## config.mk

```make
export PLATFORM = sky130hd
export DESIGN_NAME = drc_rate_config
export DESIGN_NICKNAME = d
export VERILOG_FILES = /design/src/drc_pkg.sv /design/src/drc_rate_config.sv
export SDC_FILE = /design/constraint.sdc
export NUM_CORES = 1
export LEC_CHECK = 0
export BUFFER_PORTS_ARGS = -buffer_cell sky130_fd_sc_hd__buf_2
export CELL_PAD_IN_SITES_DETAIL_PLACEMENT = 1
export CELL_PAD_IN_SITES_GLOBAL_PLACEMENT = 1
export CORE_MARGIN = 4
export CORE_UTILIZATION = 35
export CTS_CLUSTER_SIZE = 8
export DETAILED_ROUTE_END_ITERATION = 7
export GPL_ROUTABILITY_DRIVEN = 0
export PLACE_DENSITY_LB_ADDON = 0.1
export SYNTH_ARGS = -nofsm -noshare
export SYNTH_HDL_FRONTEND = slang
export SYNTH_SLANG_ARGS = --single-unit
```

## constraint.sdc

```tcl
create_clock -name clk_i -period 4.6 [get_ports clk_i]
set_input_delay 0.46 -clock clk_i [delete_from_list [all_inputs] [get_ports clk_i]]
set_output_delay 0.46 -clock clk_i [all_outputs]
set_load 0.05 [all_outputs]
```

## src/drc_pkg.sv

```systemverilog
// shared constants and carrier types for the spreading rate configuration block
package drc_pkg;

  // ----------------------------------------------------------------
  // register map
  // ----------------------------------------------------------------
  localparam logic [5:0] DRC_SPREADING_RATE_CONFIG_OFFS = 6'h04;
  localparam logic [7:0] DRC_SPREADING_RATE_CONFIG_RESET = 8'h00;
  localparam int DRC_CODE_WIDTH_BIT = 2;
  localparam int DRC_RATE_MODE_BIT = 1;
  localparam int DRC_SAMPLE_RATE_BIT = 0;
  localparam int DRC_CFG_BITS = 3;

  // ----------------------------------------------------------------
  // invalid low-bit patterns
  // ----------------------------------------------------------------
  localparam logic [2:0] DRC_BAD_PATTERN_A = 3'h1;
  localparam logic [2:0] DRC_BAD_PATTERN_B = 3'h2;
  localparam logic [2:0] DRC_BAD_PATTERN_C = 3'h3;
  localparam logic [2:0] DRC_BAD_PATTERN_D = 3'h7;

  // ----------------------------------------------------------------
  // code and rate figures
  // ----------------------------------------------------------------
  localparam int DRC_FULL_CHIPS = 64;
  localparam int DRC_HALF_CHIPS = 32;
  localparam logic [6:0] DRC_CHIPS_64 = 7'h40;
  localparam logic [6:0] DRC_CHIPS_32 = 7'h20;
  localparam logic [1:0] DRC_BITS_PER_CODE_NORMAL = 2'h1;
  localparam logic [1:0] DRC_BITS_PER_CODE_DOUBLE = 2'h2;
  localparam logic [3:0] DRC_OVERSAMPLE_6X = 4'h6;
  localparam logic [3:0] DRC_OVERSAMPLE_12X = 4'hC;
  localparam logic [15:0] DRC_RAW_RATE_NORMAL_BPS = 16'h7D00;
  localparam logic [15:0] DRC_RAW_RATE_DOUBLE_BPS = 16'hF424;

  // ----------------------------------------------------------------
  // carriers
  // ----------------------------------------------------------------
  typedef struct packed {
    logic wr;
    logic rd;
    logic [5:0] addr;
    logic [7:0] wdata;
  } drc_req_t;

  typedef struct packed {
    logic code_width_32;
    logic double_rate;
    logic sample_12x;
    logic use_upper_half;
    logic config_invalid;
    logic [6:0] chips_per_code;
    logic [1:0] bits_per_code;
    logic [3:0] oversample;
    logic [15:0] raw_rate_bps;
  } drc_mode_t;

  // ----------------------------------------------------------------
  // values after reset
  // ----------------------------------------------------------------
  localparam drc_mode_t DRC_MODE_RESET = '{
    code_width_32: 1'b0,
    double_rate: 1'b0,
    sample_12x: 1'b0,
    use_upper_half: 1'b0,
    config_invalid: 1'b0,
    chips_per_code: DRC_CHIPS_64,
    bits_per_code: DRC_BITS_PER_CODE_NORMAL,
    oversample: DRC_OVERSAMPLE_6X,
    raw_rate_bps: DRC_RAW_RATE_NORMAL_BPS
  };

endpackage : drc_pkg

```

## src/drc_rate_config.sv

```systemverilog
// spreading rate configuration register and the mode it puts in force
`timescale 1ns/1ns
`default_nettype none

module drc_rate_config (
  input wire logic clk_i,
  input wire logic reset_i,
  input wire drc_pkg::drc_req_t req_i,
  input wire logic code_half_select_i,
  input wire logic [63:0] pn_code_i,
  output logic [7:0] rdata_o,
  output logic [63:0] spread_code_o,
  output drc_pkg::drc_mode_t mode_o
);
  import drc_pkg::*;

  // ----------------------------------------------------------------
  // state
  // ----------------------------------------------------------------
  typedef struct packed {
    logic [DRC_CFG_BITS-1:0] cfg;
    logic [7:0] rdata;
    logic [63:0] code;
    drc_mode_t mode;
  } drc_state_t;

  drc_state_t state_reg;
  drc_state_t state_next;

  // ----------------------------------------------------------------
  // helpers
  // ----------------------------------------------------------------
  function automatic drc_mode_t drc_decode(input logic [2:0] cfg, input logic half);
    drc_mode_t m;
    m.code_width_32 = cfg[DRC_CODE_WIDTH_BIT];
    m.double_rate = cfg[DRC_CODE_WIDTH_BIT] & cfg[DRC_RATE_MODE_BIT];
    m.sample_12x = cfg[DRC_CODE_WIDTH_BIT] & ~cfg[DRC_RATE_MODE_BIT] & cfg[DRC_SAMPLE_RATE_BIT];
    m.use_upper_half = cfg[DRC_CODE_WIDTH_BIT] & ~m.double_rate & half;
    m.config_invalid = (cfg == DRC_BAD_PATTERN_A) || (cfg == DRC_BAD_PATTERN_B) ||
                       (cfg == DRC_BAD_PATTERN_C) || (cfg == DRC_BAD_PATTERN_D);
    m.chips_per_code = m.code_width_32 ? DRC_CHIPS_32 : DRC_CHIPS_64;
    m.bits_per_code = m.double_rate ? DRC_BITS_PER_CODE_DOUBLE : DRC_BITS_PER_CODE_NORMAL;
    m.oversample = m.sample_12x ? DRC_OVERSAMPLE_12X : DRC_OVERSAMPLE_6X;
    m.raw_rate_bps = m.double_rate ? DRC_RAW_RATE_DOUBLE_BPS : DRC_RAW_RATE_NORMAL_BPS;
    return m;
  endfunction : drc_decode

  // the code actually correlated against, given the mode in force
  function automatic logic [63:0] drc_pick_code(input drc_mode_t m, input logic [63:0] pn);
    logic [63:0] c;
    c = pn;
    if (m.code_width_32 && !m.double_rate) begin
      c = {32'h0000_0000, m.use_upper_half ? pn[63:32] : pn[31:0]};
    end
    return c;
  endfunction : drc_pick_code

  // ----------------------------------------------------------------
  // next state
  // ----------------------------------------------------------------
  always_comb begin
    state_next = state_reg;
    // upper bits dropped
    // reserved bits are not stored, so a careless host cannot steer hidden state
    if (req_i.wr && req_i.addr == DRC_SPREADING_RATE_CONFIG_OFFS) begin
      state_next.cfg = req_i.wdata[DRC_CFG_BITS-1:0];
    end
    if (req_i.rd) begin
      if (req_i.addr == DRC_SPREADING_RATE_CONFIG_OFFS) begin
        state_next.rdata = {5'h00, state_reg.cfg};
      end else begin
        state_next.rdata = 8'h00;
      end
    end
    // invalid patterns flagged
    // an invalid pattern is still stored; the decode masks it to a defined mode
    state_next.mode = drc_decode(state_next.cfg, code_half_select_i);
    state_next.code = drc_pick_code(state_next.mode, pn_code_i);
  end

  always_ff @(posedge clk_i) begin
    if (reset_i) begin
      state_reg.cfg <= DRC_SPREADING_RATE_CONFIG_RESET[DRC_CFG_BITS-1:0];
      state_reg.rdata <= 8'h00;
      state_reg.code <= 64'h0000_0000_0000_0000;
      // the decode of the cleared register, so no cycle shows a zero rate
      state_reg.mode <= DRC_MODE_RESET;
    end else begin
      state_reg <= state_next;
    end
  end

  // ----------------------------------------------------------------
  // outputs
  // ----------------------------------------------------------------
  assign rdata_o = state_reg.rdata;
  assign spread_code_o = state_reg.code;
  assign mode_o = state_reg.mode;
endmodule : drc_rate_config

`default_nettype wire

```

### Yosys cells after proc, flatten, opt, wreduce, memory -nomap -nowiden

Index checks and enable logic that the tools add are counted.

| word-level totals | value |
|---|---|
| bits in registers | 109 |
| output and inout port bits | 106 |

| cells by class | value |
|---|---|
| equality and inequality tests | 5 |
| multiplexer cells | 8 |
| bitwise operators | 7 |
| reduce and logical (&&, ||, !) cells | 7 |

Operators with widths:

| cell | count |
|---|---|
| $mux W32 | 2 |
| $mux W16 | 1 |
| $mux W7 | 1 |
| $eq A3 B2 Y1 const B | 2 |
| $eq A6 B3 Y1 const B | 1 |
| $mux W3 | 2 |
| $and A1 B1 Y1 | 5 |
| $mux W4 | 1 |
| $eq A3 B1 Y1 const B | 1 |
| $eq A3 B3 Y1 const B | 1 |
| $logic_or A1 B1 Y1 | 3 |
| $logic_and A1 B1 Y1 | 2 |
| $mux W2 | 1 |
| $not A1 Y1 | 2 |
| $reduce_or A2 Y1 | 1 |
| $logic_not A1 Y1 | 1 |

### Logic depth before layout (Yosys ltp)

Gate-level depths: netlist of the first run.

| depth | value |
|---|---|
| word-level depth | 9 |
| mapped depth | 5 |

### Worst setup path before layout of the first run

No wires, ideal clock.

| timing path | value |
|---|---|
| path kind | input port to flip-flop |
| from | input port req_i[9] in the netlist's numbering |
| to | register state_reg (netlist bit spread_code_o[10]) |
| setup time | 72 ps |
| arrival time | 2,040 ps |
| setup slack | 2,488 ps |
| cell stages on the path | 5 |
| cells stage by stage | or4_4 nor2_8 mux2i_2 buf_6 mux2i_1 |

| between the ends | value |
|---|---|
| longest elaborated chain between the ends | 9 |
| elaborated cells on any way between the ends | 11 |
| those cells by class | eq/ne: 1; mux: 3; bitwise: 4; reduce/logical: 3 |

RTL lines:

| what | line | text |
|---|---|---|
| start, declared | drc_rate_config.sv:8 | `input wire drc_pkg::drc_req_t req_i,` |
| $eq A6 B3 Y1 * | drc_rate_config.sv:65 | `if (req_i.wr && req_i.addr == DRC_SPREADING_RATE_CONFIG_OFFS) begin` |
| $logic_and A1 B1 Y1 * | drc_rate_config.sv:65 |  |
| $mux W3 * | drc_rate_config.sv:65 |  |
| $and A1 B1 Y1 | drc_rate_config.sv:36 | `m.double_rate = cfg[DRC_CODE_WIDTH_BIT] & cfg[DRC_RATE_MODE_BIT];` |
| $not A1 Y1 | drc_rate_config.sv:38 | `m.use_upper_half = cfg[DRC_CODE_WIDTH_BIT] & ~m.double_rate & half;` |
| $and A1 B1 Y1 (2 in a row) | drc_rate_config.sv:38 |  |
| $mux W32 | drc_rate_config.sv:53 | `c = {32'h0000_0000, m.use_upper_half ? pn[63:32] : pn[31:0]};` |
| $mux W32 * | drc_rate_config.sv:52 | `if (m.code_width_32 && !m.double_rate) begin` |
| end signal, assigned | drc_rate_config.sv:89 | `state_reg <= state_next;` |
| end, declared | drc_rate_config.sv:27 | `drc_state_t state_reg;` |

Mark *: on every way between the ends. The rest lies on a longest branch, timed or not.
A chain may end at the register's enable or synchronous reset.

### Worst setup path after layout of the first run

| timing path | value |
|---|---|
| from | input port req_i[9] in the netlist's numbering |
| to | register state_reg (netlist bit spread_code_o[19]) |

The elaborated chain is that of the path after synthesis.

==> results.py, run 1 <==
metrics = {
    "global_routing": {
        "grt_pass1_vias": 2390,
        "grt_pass1_wl_mm": 11.7,
        "grt_antenna_before_repair": 0,
        "grt_max_degree": 78,
        "grt_use_total": 0.128,
        "grt_overflow": 0,
    },
    "critical_path": {
        "crit_type": "input pin to register",
        "worstSetupEndpoint": "spread_code_o[19]",
        "cp_slowest_cell": "or4_4",
        "arrival_ns": 2.50,
        "required_ns": 4.86,
        "slowest_delay_ns": 0.57,
        "worst-path-stages": 6,
        "path_max_fanout": 13,
        "rrSetupSlack_ns": 2.64,
        "cp_top_family": "simple AND/OR/NAND/NOR gates",
        "reg2reg_to": "spread_code_o[19]",
        "endpoint_kind": "register",
        "worstSetupStartpointType": "input pin",
        "crit_chain": "buf_2, or4_4, nor2_8, mux2i_4, buf_4, mux2i_1",
        "reg2reg_depth": 5,
        "crit_buf_inv": 2,
        "startpoint": "req_i[9]",
        "r2r-start": "mode_o[27]",
    },
    "timing": {
        "fin_crit_sh": 0.487,
        "max_freq_mhz": 446,
        "slew_viol_final": 0,
        "skew_ns": 0.00868,
        "tns_ns": 0,
        "min_period_ns": 2.24,
        "layout_setup_ws_ns": 2.36,
        "relSlewSlack": 0.278,
        "setup_viol": 0,
        "hold_viol": 0,
        "rsz0062_at_grt": "no",
        "worst_slew_pin_slew_ns": 1.08,
    },
    "layout": {
        "largest_reg_flops": 64,
        "drive_gt1_frac": 0.407,
        "final_cells": 580,
        "final_common_cell": "buf_2",
        "area_growth_syn_to_layout_pct": 12.4,
        "final_cell_mix": "buf_2, dfxtp_1, nand2b_1",
        "fin_nets": 526,
        "diodes": 0,
    },
    "place": {
        "pre_cts_ws_ns": 1.96,
        "hpwl_mm": 5.81,
        "port_buffers": 160,
        "dp_cells": 565,
    },
    "clock_network": {
        "cts_hold_buf": 0,
        "cts-buffers-inserted": 9,
        "clock-sinks": 77,
        "post_cts_buffers": 0,
        "cts_resized": 0,
        "clock_latency_ns": 0.34,
        "htreeDepth": 3,
        "clk_pin_slew_ns": 0.08,
        "clockBufferDepth": 2,
        "root_buffer": "clkbuf_8",
        "cts_tree": "built",
    },
    "status": {
        "status": "completed",
    },
    "route": {
        "routed_via_density": 4.05,
        "drt_pre_antenna_iters": 4,
        "detail-route-antenna-nets": 0,
        "vias": 2347,
        "drc": 0,
        "wirelength_mm": 7.74,
        "wl_per_cell_um": 13.4,
        "dr.first_iter.drc_count": 34,
    },
    "floorplanning": {
        "rows": 36,
        "num_io_pins": 189,
        "core_um2": 9820,
        "die_height_um": 109,
        "die_area_um2": 11800,
        "fp.dieW_um": 109,
        "start_util": 0.362,
    },
    "worst_hold_path": {
        "hold_class": "input pin to register",
    },
    "yosys": {
        "syn_avg_cell_area_um2": 9.63,
        "syn_area_um2": 3550,
        "yosysWarningCount": 0,
        "seq_area_frac_synth": 0.434,
        "synth.distinct_cells": 24,
        "synth-seq-cells": 77,
        "postSynthCellCount": 369,
    },
    "flow_run": {
        "drv_cap": 0,
    },
    "power_and_ir_drop": {
        "p_leak_nw": 1.96,
        "p_per_area_nw_per_um2": 398,
        "peakVddDrop_mv": 0.185,
    },
}
## report_power, final
group | switching, W | total [W] | internal [W]
sequential | 0.00000655 | 0.000703 | 0.000696
clock | 0.000235 | 0.000621 | 0.000386
combinational | 0.000200 | 0.000268 | 0.0000677
## layout make-up
cell class / count / area, um^2
clock buffers: 11 / 151
clock inverters: 4 / 95.1
fillers: 1218 / 5820
inverters: 2 / 7.51
multi-input cells: 191 / 1220
flip-flops and latches: 77 / 1540
well taps: 133 / 166
repair buffers: 162 / 816
## cells in the mapped netlist
master / count / area share
buf_2: 3 / 0.0042
buf_4: 106 / 0.22
nor3b_1: 1 / 0.0021
nor2_8: 1 / 0.0056
nor2b_1: 4 / 0.0070
mux2_2: 1 / 0.0032
nand2_1: 4 / 0.0042
buf_6: 3 / 0.0095
nand3b_1: 1 / 0.0021
nand3_1: 4 / 0.0056
or2_2: 1 / 0.0018
dfxtp_1: 77 / 0.43
inv_1: 2 / 0.0021
nor2_1: 36 / 0.038
maj3_1: 2 / 0.0056
a21o_1: 1 / 0.0021
a21oi_1: 4 / 0.0056
conb_1: 2 / 0.0021
mux2i_1: 37 / 0.10
clkbuf_1: 8 / 0.0084
or4_4: 1 / 0.0032
nand2b_1: 68 / 0.12
o211ai_1: 1 / 0.0021
mux2i_2: 1 / 0.0039
## metal layers
layer	GRT usage	part of all wire	up-vias
met4	0.0568	0.019	0
met2	0.212	0.47	111
met1	0.151	0.42	1056
met3	0.0426	0.089	11
li1	-	-	1169
met5	0	0	-
## logic make-up (layout without fill, tap and decap cells)
family,count (synthesis),count (layout),share of synthesized area
AO/OA/AOI/OAI,6,6,0.00986
adder cells (fa/ha/maj),2,2,0.00563
buffers and inverters,122,179,0.248
flip-flops,77,77,0.434
multiplexers,39,39,0.111
other,2,23,0.00211
AND/OR/NAND/NOR,121,121,0.189
## how the worst min path moves through the flow
| stage | startpoint | endpoint | slack, ns | cells past startpoint |
|---|---|---|---|---|
| finish | pn_code_i[46] | spread_code_o[46] | 0.36 | 3 |
| CTS | pn_code_i[58] | spread_code_o[58] | 0.34 | 3 |
| global placement | rdata_o[2] | rdata_o[2] | 0.45 | 2 |
| floorplan | rdata_o[0] | rdata_o[0] | 0.45 | 2 |
| detailed placement | rdata_o[0] | rdata_o[0] | 0.46 | 2 |
| global route | pn_code_i[28] | spread_code_o[28] | 0.36 | 3 |
## worst min-delay path, cell delays in order
cell	delay, ns
buf_2	0.08
nand2b_1	0.06
nor2_1	0.07
## metrics by stage
step / hold WS [ns] / utilization / total power (W) / area [um^2]
2_1_floorplan: 0.445 / - / 0.000971 / 3630
3_3_place_gp: 0.454 / 0.382 / 0.000986 / 3750
3_5_place_dp: 0.463 / 0.382 / 0.000990 / 3750
4_1_cts: 0.344 / 0.407 / 0.00162 / 4000
5_1_grt: 0.357 / 0.407 / 0.00166 / 4000
6_report: 0.363 / 0.407 / 0.00159 / 4000
Note: power is estimated with default switching activity, not from simulation.
==> run 2, diff against run 1 <==
CORE_UTILIZATION = 32   (was 35)
clock period = 2.1 ns   (was 4.6 ns; I/O delays follow)
==> results.py, run 2 (same netlist as run 1, synthesis figures left out) <==
metrics = {
    "status": {
        "status": "completed",
    },
    "critical_path": {
        "rrSetupSlack_ns": 0.52,
        "worstSetupStartpointType": "register",
        "cp_slowest_cell": "dfxtp_1",
        "r2r-start": "mode_o[27]",
        "arrival_ns": 1.85,
        "endpoint_kind": "register",
        "slowest_delay_ns": 0.43,
        "path_max_fanout": 11,
        "crit_chain": "nor2b_1, nand2_1, mux2i_4, buf_4, mux2i_1",
        "reg2reg_depth": 5,
        "crit_type": "register to register",
        "required_ns": 2.38,
        "reg2reg_to": "spread_code_o[10]",
    },
    "timing": {
        "slew_viol_final": 0,
        "setup_viol": 0,
        "rsz0062_at_grt": "no",
        "skew_ns": 0.00497,
        "hold_viol": 0,
        "layout_setup_ws_ns": 0.524,
        "min_period_ns": 1.58,
        "fin_crit_sh": 0.750,
        "tns_ns": 0,
        "max_freq_mhz": 635,
    },
    "layout": {
        "final_common_cell": "buf_2",
        "drive_gt1_frac": 0.404,
        "diodes": 0,
        "final_cell_mix": "buf_2, dfxtp_1, nand2b_1",
        "regArea_um2": 1540,
        "final_cells": 590,
        "multi_input_area_um2": 1220,
        "largest_reg_flops": 64,
        "fin_nets": 529,
        "fill_cells": 1340,
        "area_growth_syn_to_layout_pct": 12.8,
    },
    "route": {
        "routed_via_density": 4.06,
        "wirelength_mm": 8.01,
        "drc": 0,
        "dr.first_iter.drc_count": 93,
        "detail-route-antenna-nets": 0,
        "vias": 2394,
        "wl_per_cell_um": 13.6,
        "drt_pre_antenna_iters": 4,
    },
    "place": {
        "port_buffers": 160,
        "dp_cells": 575,
        "pre_cts_ws_ns": 0.160,
        "hpwl_mm": 5.98,
    },
    "power_and_ir_drop": {
        "p_per_area_nw_per_um2": 809,
        "peakVddDrop_mv": 0.275,
        "p_leak_nw": 1.95,
    },
    "worst_hold_path": {
        "hp-start": "pn_code_i[40]",
        "min_to": "spread_code_o[40]",
        "hold_class": "input pin to register",
        "min_delay_path_depth": 3,
    },
    "clock_network": {
        "clockBufferDepth": 2,
        "clk_pin_slew_ns": 0.08,
        "cts_hold_buf": 0,
        "htreeDepth": 3,
        "cts_tree": "built",
        "clock-sinks": 77,
        "clock_latency_ns": 0.34,
        "cts-buffers-inserted": 9,
        "root_buffer": "clkbuf_8",
        "cts_resized": 0,
        "post_cts_buffers": 0,
    },
    "floorplanning": {
        "core_um2": 10800,
        "num_io_pins": 189,
        "die_area_um2": 12900,
        "fp.dieW_um": 113,
        "start_util": 0.328,
        "die_height_um": 113,
        "rows": 38,
    },
    "global_routing": {
        "grt_pass1_vias": 2479,
        "grt_pass1_wl_mm": 12.5,
        "grt_use_total": 0.125,
        "grt_overflow": 0,
        "grt_max_degree": 54,
        "grt_antenna_before_repair": 1,
    },
    "flow_run": {
        "drv_cap": 0,
    },
}
[run 2: cell types whose count changed in the layout (fill, tap and decap cells not counted)]
cell / delta
clkbuf_1: +3
buf_12: +3
bufinv_16: -2
clkinv_2: -1
[run 2: final cells by class]
cell class	instances	share of cell area
tap	140	0.0437
inverter	2	0.00187
multi-input combinational	191	0.304
sequential	77	0.384
timing repair buffer	165	0.218
clock inverter	1	0.00749
clock buffer	14	0.0405
[run 2: metrics by stage]
stage,hold slack (ns),util,power (W),cell area [um^2]
finish,0.105,0.370,0.00325,4010
global route,0.0941,0.370,0.00342,4010
CTS,0.0905,0.370,0.00331,4010
detailed placement,0.464,0.352,0.00217,3820
global placement,0.453,0.352,0.00217,3820
floorplan,0.357,-,0.00213,3630
[run 2: how the worst max path moves through the flow]
stage | from | endpoint | depth (start not counted) | slack [ns]
after floorplan | req_i[9] | spread_code_o[10] | 5 | 0.24
after global placement | req_i[9] | spread_code_o[31] | 6 | 0.20
after detailed placement | req_i[9] | spread_code_o[10] | 6 | 0.16
after CTS | mode_o[27] | spread_code_o[10] | 5 | 0.45
after global routing | mode_o[27] | spread_code_o[5] | 5 | 0.36
final | mode_o[27] | spread_code_o[10] | 5 | 0.52
[run 2: critical path: cells and delay by family, from the launching register on]
kind                   cells  cell delay [ns]
buffers and inverters      1             0.27
muxes                      2             0.41
DFF                        1             0.43
and+or+nand+nor            2             0.39
[run 2: where the power goes]
group          total [W]  switching, W  internal, W
Combinational   0.000592      0.000440     0.000152
Sequential       0.00154     0.0000143      0.00153
Clock            0.00111      0.000505     0.000610
[run 2: layer usage]
layer,global-route usage,share of wire,vias up
met2,0.203,0.47,108
met1,0.146,0.41,1090
li1,-,-,1182
met3,0.0509,0.097,12
met5,0,0.00087,-
met4,0.0529,0.019,2
==> run 3, diff against run 2 <==
clock period = 1.45 ns   (was 2.1 ns; I/O delays follow)
==> results.py, run 3 (same netlist as run 1, synthesis figures left out) <==
metrics = {
    "status": {
        "status": "completed",
    },
    "critical_path": {
        "cp_slowest_cell": "or4_4",
        "r2r-start": "mode_o[27]",
        "startpoint": "req_i[9]",
        "crit_chain": "buf_6, or4_4, nor2_8, mux2i_4, buf_6, buf_12, mux2i_1",
        "path_max_fanout": 11,
        "worst-path-stages": 7,
        "crit_type": "input pin to register",
        "reg2reg_to": "spread_code_o[14]",
        "cp_common_cell": "buf_6",
        "slowest_delay_ns": 0.58,
        "worstSetupStartpointType": "input pin",
        "reg2reg_depth": 6,
        "required_ns": 1.72,
        "crit_buf_inv": 3,
        "arrival_ns": 1.70,
        "cp_top_family": "simple AND/OR/NAND/NOR gates",
        "worstSetupEndpoint": "spread_code_o[14]",
        "endpoint_kind": "register",
        "rrSetupSlack_ns": 0.12,
    },
    "clock_network": {
        "clock_latency_ns": 0.34,
        "cts_hold_buf": 0,
        "htreeDepth": 3,
        "clock-sinks": 77,
        "clockBufferDepth": 2,
        "clk_pin_slew_ns": 0.08,
        "cts-buffers-inserted": 9,
        "root_buffer": "clkbuf_8",
        "cts_tree": "built",
    },
    "global_routing": {
        "grt_antenna_before_repair": 1,
        "grt_pass1_wl_mm": 12.4,
        "grt_use_total": 0.123,
        "grt_max_degree": 58,
        "grt_pass1_vias": 2459,
        "grt_overflow": 0,
    },
    "route": {
        "drt_pre_antenna_iters": 4,
        "detail-route-antenna-nets": 0,
        "drc": 0,
        "wl_per_cell_um": 14.0,
        "dr.first_iter.drc_count": 86,
        "routed_via_density": 4.00,
        "wirelength_mm": 8.42,
        "vias": 2403,
    },
    "layout": {
        "fin_area_um2": 4170,
        "diodes": 0,
        "area_growth_syn_to_layout_pct": 17.2,
        "largest_reg_flops": 64,
        "final_util": 0.384,
        "fill_cells": 1312,
        "final_cells": 601,
        "drive_gt1_frac": 0.425,
        "fin_nets": 539,
        "final_common_cell": "buf_2",
        "final_cell_mix": "buf_2, dfxtp_1, nand2b_1",
    },
    "timing": {
        "max_freq_mhz": 695,
        "hold_viol": 0,
        "setup_viol": 0,
        "skew_ns": 0.0113,
        "min_period_ns": 1.44,
        "fin_crit_sh": 0.992,
        "slew_viol_final": 0,
        "rsz0062_at_grt": "yes",
        "hold_ws_ns": 0.0466,
    },
    "power_and_ir_drop": {
        "p_total_w": 0.00475,
        "peakVddDrop_mv": 0.349,
        "p_per_area_nw_per_um2": 1140,
        "p_leak_nw": 2.02,
    },
    "floorplanning": {
        "die_area_um2": 12900,
        "start_util": 0.328,
        "num_io_pins": 189,
        "rows": 38,
        "fp.dieW_um": 113,
        "die_height_um": 113,
        "core_um2": 10800,
    },
    "place": {
        "placedInstanceArea_um2": 3890,
        "port_buffers": 160,
        "dp_cells": 581,
        "hpwl_mm": 6.25,
    },
    "flow_run": {
        "drv_cap": 0,
    },
    "worst_hold_path": {
        "hold_class": "input pin to register",
    },
}
-- run 3: cell types whose count changed in the layout (fill, tap and decap cells not counted), moves of 2 or more --
cell        change
clkinvlp_4      +2
clkbuf_1        -2
buf_4           +5
buf_6           +2
buf_12          +2
clkbuf_16       +2
-- run 3: per-layer routing --
metal  track usage  up-vias  wire [um]
met1         0.142     1082       3430
met2         0.208      106       4020
met4        0.0457        2        122
met5             0        -         11
li1              -     1201          -
met3        0.0446       12        843
-- run 3: layout make-up --
cell class / instances / area, um^2 / share of cell area
Sequential cell: 77 / 1540 / 0.370
Multi-Input combinational cell: 191 / 1220 / 0.293
Timing Repair Buffer: 175 / 1020 / 0.245
Tap cell: 140 / 175 / 0.0420
Clock buffer: 11 / 141 / 0.0339
Clock inverter: 5 / 58.8 / 0.0141
Inverter: 2 / 7.51 / 0.00180
-- run 3: worst reg2reg max path, stage by stage (launching register included) --
cell	delay (ns)
dfxtp_1	0.34
nor2b_2	0.16
nand2_1	0.09
mux2i_4	0.16
buf_6	0.16
buf_12	0.15
mux2i_1	0.20
-- run 3: stage by stage --
step           worst slack (ns)  setup TNS [ns]
2_1_floorplan            -0.240          -11.93
5_1_grt                 -0.0264          -0.211
3_5_place_dp             -0.365          -19.96
4_1_cts                -0.00140        -0.00140
3_3_place_gp             -0.328          -19.12
6_report                 0.0121               0
-- run 3: what timing repair did --
action	CTS	global route
setup buffers	0	2
cloned	0	2
pin swaps	0	0
setup endpoints to repair	1	21
resized for setup	0	3
-- run 3: worst min-delay path by stage --
stage,start,end,slack [ns],cells past startpoint
floorplan,req_i[0],state_reg[106],0.29,2
global placement,pn_code_i[55],spread_code_o[55],0.39,3
detailed placement,pn_code_i[39],spread_code_o[39],0.40,3
CTS,pn_code_i[39],spread_code_o[39],0.03,3
global route,pn_code_i[61],spread_code_o[61],0.03,3
finish,pn_code_i[39],spread_code_o[39],0.05,3
-- run 3: power by group --
group | switching [W] | internal [W] | leakage (nW)
combinational | 0.000641 | 0.000226 | 1.29
sequential | 0.0000233 | 0.00221 | 0.638
clock | 0.000800 | 0.000847 | 0.0959
total | 0.00146 | 0.00328 | 2.02
